`src/pkg/omc_defs.svh`:
```
`ifndef OMC_DEFS_SVH
`define OMC_DEFS_SVH
// boot load time in clock cycles per image; motion image adds a second pass
`define OMC_OTP_LOAD_CYC 16'h0040
`define OMC_MOT_LOAD_CYC 16'h0040
// boot pulse width, ns, and derived cycle count at 4 ns period
`define OMC_PULSE_NS 32'h0000_0190
`define OMC_CLK_NS 32'h0000_0004
`define OMC_PULSE_CYC (((`OMC_PULSE_NS) + (`OMC_CLK_NS) - 1) / (`OMC_CLK_NS))
// measurement cycle length in clock cycles
`define OMC_MEAS_CYC 16'h0020
// sleep delay counter reset value: zero keeps auto wake/sleep off with strap low
`define OMC_SLEEP_DELAY_RST 8'h00
`endif

```
`src/pkg/omc_pkg.sv`:
```
package omc_pkg;
  typedef enum logic [2:0] {
    OMC_OFF,
    OMC_BOOT,
    OMC_STANDBY,
    OMC_HIBERNATE,
    OMC_WAKE,
    OMC_SLEEP,
    OMC_TRIG_WAIT,
    OMC_TRIG_MEAS
  } omc_mode_t;
endpackage : omc_pkg

```
`src/omc_pulse_timer.sv`:
```
`timescale 1ns/1ps
`default_nettype none
`include "omc_defs.svh"
module omc_pulse_timer (
  // clock and reset
  input wire logic clk_sys_i,
  input wire logic resetn_i,
  // control
  input wire logic start_i,
  input wire logic [15:0] len_i,
  output logic busy_o,
  output logic done_o
);
  typedef struct packed {
    logic [15:0] cnt;
    logic busy;
    logic done;
  } omc_tmr_t;
  omc_tmr_t s_q, s_d;
  always_comb
  begin
    s_d = s_q;
    s_d.done = 1'b0;
    if (start_i)
    begin
      s_d.busy = 1'b1;
      s_d.cnt = len_i;
    end
    else if (s_q.busy)
    begin
      if (s_q.cnt <= 16'h0001)
      begin
        s_d.busy = 1'b0;
        s_d.done = 1'b1;
        s_d.cnt = 16'h0000;
      end
      else
      begin
        s_d.cnt = s_q.cnt - 16'h0001;
      end
    end
  end
  always_ff @(posedge clk_sys_i or negedge resetn_i)
  begin
    if (!resetn_i)
      s_q <= '0;
    else
      s_q <= s_d;
  end
  assign busy_o = s_q.busy;
  assign done_o = s_q.done;
endmodule : omc_pulse_timer
`default_nettype wire

```
`src/omc_mode_ctrl.sv`:
```
// Contract
// - boot starts at supply good; bus dead below
// - boot loads defaults, then sets boot done
// - strap low: boot pulse, irq a default
// - strap high: also load motion defaults
// - strap high: boot pulse on irq b only
// - hibernate: only wake detector, registers lost
// - strap low: wake pin edge leaves hibernate
// - strap high: motion pin high leaves hibernate
// - standby: sensing off, bus available
// - active: sensing on only when measuring; code keeps it on all through wake, and in sleep while activity is high
// - strap low: nonzero sleep delay enables auto
// - strap high: auto wake/sleep defaults off
// - select set, strap low: trigger edge measures
// - after triggered measure, back to wait
// - active to standby keeps registers
// - strap low: deep-off bit enters hibernate
// - strap high: hibernate while motion pin low
`timescale 1ns/1ps
`default_nettype none
`include "omc_defs.svh"
module omc_mode_ctrl (
  // clock and reset
  input wire logic clk_sys_i,
  input wire logic resetn_i,
  // supply and strap
  input wire logic supply_good_i,
  input wire logic boot_strap_select_i,
  // pins
  input wire logic wake_cs_i,
  input wire logic motion_wake_pin_i,
  input wire logic trigger_pin_i,
  // host configuration bits
  input wire logic cfg_we_i,
  input wire logic active_req_i,
  input wire logic deep_off_en_i,
  input wire logic trigger_input_select_i,
  input wire logic auto_sleep_en_i,
  input wire logic [7:0] sleep_delay_count_i,
  input wire logic boot_pulse_en_i,
  input wire logic boot_pulse_route_b_i,
  input wire logic activity_i,
  input wire logic boot_done_clr_i,
  // status and outputs
  output logic [2:0] mode_o,
  output logic bus_avail_o,
  output logic sensor_pwr_o,
  output logic wake_det_en_o,
  output logic cfg_reset_o,
  output logic otp_load_o,
  output logic motion_load_o,
  output logic boot_done_flag_o,
  output logic irq_out_a_o,
  output logic irq_out_b_o,
  output logic auto_ws_en_o
);
  typedef struct packed {
    omc_pkg::omc_mode_t mode;
    logic strap;
    logic strap_ok;
    logic mot_phase;
    logic boot_done;
    logic pulse_en;
    logic pulse_b;
    logic trig_sel;
    logic auto_en;
    logic [7:0] sleep_cnt;
    logic [7:0] idle_cnt;
    logic wake_prev;
    logic trig_prev;
    logic bus_avail;
    logic sensor_pwr;
    logic wake_det;
    logic cfg_reset;
    logic otp_load;
    logic motion_load;
    logic irq_a;
    logic irq_b;
    logic auto_ws;
  } omc_state_t;
  localparam logic [15:0] PULSE_CYC = 16'(`OMC_PULSE_CYC);
  omc_state_t s_q, s_d;
  logic tmr_start;
  logic [15:0] tmr_len;
  logic tmr_busy;
  logic tmr_done;
  logic pulse_start;
  logic pulse_busy;
  logic pulse_done;
  function automatic logic is_active(input omc_pkg::omc_mode_t m);
    is_active = (m == omc_pkg::OMC_WAKE) || (m == omc_pkg::OMC_SLEEP) ||
                (m == omc_pkg::OMC_TRIG_WAIT) || (m == omc_pkg::OMC_TRIG_MEAS);
  endfunction : is_active
  omc_pulse_timer u_load_tmr (
    .clk_sys_i(clk_sys_i),
    .resetn_i(resetn_i),
    .start_i(tmr_start),
    .len_i(tmr_len),
    .busy_o(tmr_busy),
    .done_o(tmr_done)
  );
  omc_pulse_timer u_pulse_tmr (
    .clk_sys_i(clk_sys_i),
    .resetn_i(resetn_i),
    .start_i(pulse_start),
    .len_i(PULSE_CYC),
    .busy_o(pulse_busy),
    .done_o(pulse_done)
  );
  always_comb
  begin
    s_d = s_q;
    tmr_start = 1'b0;
    tmr_len = `OMC_OTP_LOAD_CYC;
    pulse_start = 1'b0;
    s_d.wake_prev = wake_cs_i;
    s_d.trig_prev = trigger_pin_i;
    s_d.cfg_reset = 1'b0;
    // strap captured once after supply is good, re-sampled only after a supply loss or reset
    if (!s_q.strap_ok && supply_good_i)
    begin
      s_d.strap = boot_strap_select_i;
      s_d.strap_ok = 1'b1;
    end
    // host bits latch only while the bus is up
    if (cfg_we_i && s_q.bus_avail)
    begin
      s_d.pulse_en = boot_pulse_en_i;
      s_d.pulse_b = boot_pulse_route_b_i;
      s_d.trig_sel = trigger_input_select_i && !s_q.strap;
      s_d.auto_en = auto_sleep_en_i;
      s_d.sleep_cnt = sleep_delay_count_i;
    end
    // set wins over clear
    if (boot_done_clr_i && s_q.bus_avail)
      s_d.boot_done = 1'b0;
    if (pulse_done)
    begin
      s_d.irq_a = 1'b0;
      s_d.irq_b = 1'b0;
    end
    unique case (s_q.mode)
      omc_pkg::OMC_OFF:
      begin
        if (supply_good_i)
        begin
          s_d.mode = omc_pkg::OMC_BOOT;
          s_d.cfg_reset = 1'b1;
          s_d.otp_load = 1'b1;
          s_d.mot_phase = 1'b0;
          tmr_start = 1'b1;
        end
      end
      omc_pkg::OMC_BOOT:
      begin
        if (tmr_done)
        begin
          if (s_q.strap && !s_q.mot_phase)
          begin
            s_d.otp_load = 1'b0;
            s_d.motion_load = 1'b1;
            s_d.mot_phase = 1'b1;
            tmr_start = 1'b1;
            tmr_len = `OMC_MOT_LOAD_CYC;
          end
          else
          begin
            s_d.otp_load = 1'b0;
            s_d.motion_load = 1'b0;
            s_d.boot_done = 1'b1;
            s_d.bus_avail = 1'b1;
            if (s_q.strap)
            begin
              // strap high boots straight into motion wake
              s_d.mode = omc_pkg::OMC_WAKE;
              s_d.irq_b = 1'b1;
              pulse_start = 1'b1;
            end
            else
            begin
              s_d.mode = omc_pkg::OMC_STANDBY;
              if (s_q.pulse_en)
              begin
                s_d.irq_a = !s_q.pulse_b;
                s_d.irq_b = s_q.pulse_b;
                pulse_start = 1'b1;
              end
            end
          end
        end
      end
      omc_pkg::OMC_STANDBY:
      begin
        s_d.sensor_pwr = 1'b0;
        if (!s_q.strap && deep_off_en_i && cfg_we_i)
          s_d.mode = omc_pkg::OMC_HIBERNATE;
        else if (s_q.strap && !motion_wake_pin_i)
          s_d.mode = omc_pkg::OMC_HIBERNATE;
        else if (s_q.trig_sel && !s_q.strap)
          s_d.mode = omc_pkg::OMC_TRIG_WAIT;
        else if (active_req_i && cfg_we_i)
          s_d.mode = omc_pkg::OMC_WAKE;
      end
      omc_pkg::OMC_HIBERNATE:
      begin
        s_d.bus_avail = 1'b0;
        s_d.sensor_pwr = 1'b0;
        s_d.cfg_reset = 1'b1;
        s_d.pulse_en = 1'b1;
        s_d.pulse_b = 1'b0;
        s_d.trig_sel = 1'b0;
        s_d.auto_en = 1'b0;
        s_d.sleep_cnt = `OMC_SLEEP_DELAY_RST;
        s_d.boot_done = 1'b0;
        if ((!s_q.strap && (wake_cs_i != s_q.wake_prev)) ||
            (s_q.strap && motion_wake_pin_i))
        begin
          s_d.mode = omc_pkg::OMC_BOOT;
          s_d.otp_load = 1'b1;
          s_d.mot_phase = 1'b0;
          tmr_start = 1'b1;
        end
      end
      omc_pkg::OMC_WAKE, omc_pkg::OMC_SLEEP:
      begin
        s_d.sensor_pwr = activity_i || (s_q.mode == omc_pkg::OMC_WAKE);
        if (!active_req_i && cfg_we_i && !s_q.strap)
          s_d.mode = omc_pkg::OMC_STANDBY;
        else if (s_q.strap && !motion_wake_pin_i)
          s_d.mode = omc_pkg::OMC_HIBERNATE;
        else if (activity_i)
        begin
          s_d.idle_cnt = 8'h00;
          s_d.mode = omc_pkg::OMC_WAKE;
        end
        else if (s_q.auto_ws && s_q.mode == omc_pkg::OMC_WAKE)
        begin
          if (s_q.idle_cnt >= s_q.sleep_cnt - 8'h01)
            s_d.mode = omc_pkg::OMC_SLEEP;
          else
            s_d.idle_cnt = s_q.idle_cnt + 8'h01;
        end
      end
      omc_pkg::OMC_TRIG_WAIT:
      begin
        s_d.sensor_pwr = 1'b0;
        if (!s_q.trig_sel)
          s_d.mode = omc_pkg::OMC_STANDBY;
        else if (trigger_pin_i && !s_q.trig_prev)
        begin
          s_d.mode = omc_pkg::OMC_TRIG_MEAS;
          s_d.sensor_pwr = 1'b1;
          tmr_start = 1'b1;
          tmr_len = `OMC_MEAS_CYC;
        end
      end
      omc_pkg::OMC_TRIG_MEAS:
      begin
        if (tmr_done)
        begin
          s_d.mode = omc_pkg::OMC_TRIG_WAIT;
          s_d.sensor_pwr = 1'b0;
        end
      end
    endcase
    if (!supply_good_i)
    begin
      // supply loss is a full power-off
      s_d = '0;
      s_d.mode = omc_pkg::OMC_OFF;
      s_d.pulse_en = 1'b1;
      s_d.wake_prev = wake_cs_i;
      s_d.trig_prev = trigger_pin_i;
    end
    s_d.wake_det = (s_d.mode == omc_pkg::OMC_HIBERNATE);
    s_d.bus_avail = is_active(s_d.mode) || (s_d.mode == omc_pkg::OMC_STANDBY);
    // keyed on the next state so the bus drops on the same edge that enters hibernate
    s_d.auto_ws = s_d.strap ? s_d.auto_en : (s_d.sleep_cnt != 8'h00);
  end
  always_ff @(posedge clk_sys_i or negedge resetn_i)
  begin
    if (!resetn_i)
    begin
      s_q <= '0;
      s_q.pulse_en <= 1'b1;
    end
    else
      s_q <= s_d;
  end
  assign auto_ws_en_o = s_q.auto_ws;
  assign mode_o = s_q.mode;
  assign bus_avail_o = s_q.bus_avail;
  assign sensor_pwr_o = s_q.sensor_pwr;
  assign wake_det_en_o = s_q.wake_det;
  assign cfg_reset_o = s_q.cfg_reset;
  assign otp_load_o = s_q.otp_load;
  assign motion_load_o = s_q.motion_load;
  assign boot_done_flag_o = s_q.boot_done;
  assign irq_out_a_o = s_q.irq_a;
  assign irq_out_b_o = s_q.irq_b;
  logic unused_busy;
  assign unused_busy = tmr_busy ^ pulse_busy;
endmodule : omc_mode_ctrl
`default_nettype wire

```
`config.mk`:
```
export PLATFORM = sky130hd
export DESIGN_NAME = omc_mode_ctrl
export DESIGN_NICKNAME = d
export VERILOG_FILES = /design/src/pkg/omc_pkg.sv /design/src/omc_pulse_timer.sv /design/src/omc_mode_ctrl.sv
export VERILOG_INCLUDE_DIRS = /design/src /design/src/pkg
export SDC_FILE = /design/constraint.sdc
export NUM_CORES = 1
export LEC_CHECK = 0
export BUFFER_PORTS_ARGS = -buffer_cell sky130_fd_sc_hd__buf_2
export CAP_MARGIN = 10
export CORE_ASPECT_RATIO = 0.6
export CORE_MARGIN = 5
export CORE_UTILIZATION = 50
export DETAILED_ROUTE_END_ITERATION = 12
export PLACE_DENSITY = 0.69
export SYNTH_ARGS = -nofsm -noshare
export SYNTH_HDL_FRONTEND = slang
export SYNTH_SLANG_ARGS = --single-unit
```
`constraint.sdc`:
```
create_clock -name clk_sys_i -period 8.2 [get_ports clk_sys_i]
set_input_delay 1.23 -clock clk_sys_i [delete_from_list [all_inputs] [get_ports clk_sys_i]]
set_output_delay 1.23 -clock clk_sys_i [all_outputs]
set_load 0.05 [all_outputs]
```
==> run summary <==
Worst-Skew Late Latency - 330 ps
CTS Hold Bufs - 0
CP required - 8470 ps
Clock root buffer master - clkbuf_16
Initial Util - 50.8%
CTS-repair resized insts - 0
FF+latch count, synth - 74
Max Buffers Root-to-Sink - 2
Worst setup EP type - flip-flop
Area growth syn-to-layout - 13.1%
CTS Sinks - 74
# Post-CTS Setup Buffers - 0
Die Area - 10600 µm²
Kind of cell adding the most delay to the critical path - simple AND/OR/NAND/NOR gates
TritonCTS clock tree - built
Post-synthesis instance total - 490
# setup viols final - 0
Layout cells sized above 1 - 13.1%
Final hold violations - 0
Yosys warnings - 0
Pwr dens - 278 nW/µm²
CP Class - reg2reg
WL final - 10.8 mm
Peak VDD IR - 0.223 mV
Status - finished, final reports clean
Seq/Total Area, Yosys - 43.1%
Most frequent cells in the layout - dfrtp_1 (73), nand2_1 (63), nor2_1 (39)
Routed len/inst - 17.1 µm
Synth Cell Area - 4300 µm²
FILL cells - 750
Gr usage total - 21.8%
Max Cap Viol - 0
Most common cell after layout, fill and taps aside - dfrtp_1
Worst path arrival time - 3510 ps
Fraction of registers with async set/reset - 100%
DR iter-0 viols - 339
Vias in the first global route - 3611
Clk pin slew, worst setup/hold paths - 60 ps
Vias per cell - 6.06
Setup TNS - 0 ps
Multi-input gate area - 2280 µm²
Core ar. - 8460 µm²
Top-level port count - 37
Worst-margin pin slew - 1050 ps
# rows - 26
Antenna diode count - 0
Via Count - 3838
Routed Antenna Nets - 0
EDFF count, synth - 0
Htree depth - 3
Post-route clock period utilization - 39.6%
LEAKAGE - 0.00224 µW
Worst path max stage delay - 480 ps
Tightest hold margin - 496 ps
Final GP Congestion - 0.923
Global-route wire length before repair - 18.3 mm
Min-delay worst type - reg2reg
First drt pass iteration count - 5
Worst path slowest cell - or3b_1
Fmax - 308 MHz
Die H - 81.8 µm
Gr ovfl total - 0
Count of pins over their slew limit - 0
Yosys cell types - 71
IO Port Bufs - 36
Largest net degree at the start of global routing - 75
CP Cell Sequence - nor2_1 -> nand3_1 -> or4_1 -> xor2_1 -> ha_1 -> a21oi_1 -> o21ai_1 -> or3b_1 -> nor2_2 -> nor4b_1 -> o31a_1
Die Wd - 130 µm
Initial antenna violation count - 0
Worst slew margin - 29.2%
DRC - 0
Num CTS Buffers - 9
Kind of start point of the critical path - flip-flop
Crit path max fanout - 9
RSZ-0062 raised after global routing - no
Layout net count - 554
Buffers & Inverters on Critical Path - 0
Synthesized area per cell - 8.78 µm²
Post-synth net total - 528
Hpwl dp - 7.69 mm
Worst clock skew - 7.24 ps
FF+latch area - 1850 µm²
Min cycle time layout - 3250 ps
Main synth FF type - dfrtp_1
final timing paths:
check                      cells past startpoint                from  slack [ps]            endpoint
max                                           11             s_q[22]        4950             s_q[11]
min reg2reg                                    1  u_load_tmr.s_q[12]         500  u_load_tmr.s_q[12]
max reg2reg                                   11             s_q[22]        4950             s_q[11]
min                                            1  u_load_tmr.s_q[12]         500  u_load_tmr.s_q[12]
max in group asynchronous                      1            resetn_i        6540           mode_o[0]
min in group asynchronous                      1            resetn_i        1030  u_load_tmr.s_q[17]
area by class of cell:
type / instances / share of cell area [%]
flip-flops and latches: 74 / 38.1
clock buffers: 11 / 5.20
clock inverters: 5 / 1.75
repair buffers: 37 / 3.91
multi-input cells: 379 / 47.0
well taps: 112 / 2.88
inverters: 15 / 1.16
kinds of logic after synthesis:
logic type,count (synthesis),synth area share (%)
simple gates,217,26.1
compound gates,133,19.8
flops,74,43.1
buf+inv,37,3.78
fa+ha+maj,14,4.07
xor+xnor,12,2.44
mux,3,0.727
state kept, by name, summed over array words and instances, names as in the netlist:
signal              flops
u_load_tmr.s_q         16
otp_load_o              1
irq_out_b_o             1
u_pulse_tmr.done_o      1
u_pulse_tmr.busy_o      1
mode_o                  3
motion_load_o           1
sensor_pwr_o            1
u_load_tmr.done_o       1
s_q                    25
cfg_reset_o             1
irq_out_a_o             1
bus_avail_o             1
wake_det_en_o           1
boot_done_flag_o        1
auto_ws_en_o            1
u_load_tmr.busy_o       1
u_pulse_tmr.s_q        16
metal layers:
| metal | vias to the layer above | share of wire [%] | track usage [%] | routed length [µm] |
|---|---|---|---|---|
| met3 | 13 | 7.5 | 5.20 | 807 |
| met2 | 160 | 41 | 30.1 | 4390 |
| met1 | 1835 | 51 | 33.9 | 5490 |
| li1 | 1830 | - | - | - |
| met5 | - | 0 | 0 | 0 |
| met4 | 0 | 1.1 | 5.29 | 123 |
report_power, final:
| group | switching, µW | total, µW | internal, µW | leakage (µW) |
|---|---|---|---|---|
| clock | 157 | 441 | 285 | 0.000162 |
| sequential | 89.7 | 525 | 435 | 0.000987 |
| combinational | 243 | 385 | 142 | 0.00109 |
| total | 489 | 1350 | 862 | 0.00224 |
stage by stage:
stage	instance area, µm²	std cells	setup WS (ps)	total power [µW]	util [%]
floorplan	4300	490	5280	799	-
CTS	4860	633	4960	1350	57.5
global route	4860	633	4780	1440	57.5
detailed placement	4520	617	4980	905	53.5
global placement	4520	617	5150	885	53.5
finish	4860	633	4950	1350	57.5
Yosys cell counts, types with 3 or more instances:
cell type | count | area share, %
dfrtp_1 | 73 | 42
buf_2 | 4 | 0.47
xnor2_1 | 6 | 1.2
a31oi_1 | 8 | 1.2
nor3_1 | 24 | 2.8
ha_1 | 14 | 4.1
buf_4 | 3 | 0.52
nand3b_1 | 4 | 0.70
a311o_1 | 3 | 0.70
o21ai_0 | 25 | 2.9
a21oi_1 | 37 | 4.3
nor2_1 | 39 | 3.4
a21boi_0 | 3 | 0.52
o21ai_1 | 13 | 1.5
nand2_1 | 63 | 5.5
nor4_1 | 6 | 0.87
o21a_1 | 4 | 0.70
xor2_1 | 6 | 1.2
nor3b_1 | 4 | 0.70
a32oi_1 | 3 | 0.61
and2_1 | 7 | 1.0
o31a_1 | 4 | 0.81
clkbuf_1 | 13 | 1.1
and3_1 | 10 | 1.5
nor2b_1 | 8 | 1.2
o211ai_1 | 3 | 0.52
inv_1 | 15 | 1.3
nand2b_1 | 12 | 1.7
o211a_1 | 3 | 0.70
nand3_1 | 16 | 1.9
nand4_1 | 4 | 0.58
o22ai_1 | 4 | 0.58
Note: power is estimated with default switching activity, not from simulation.
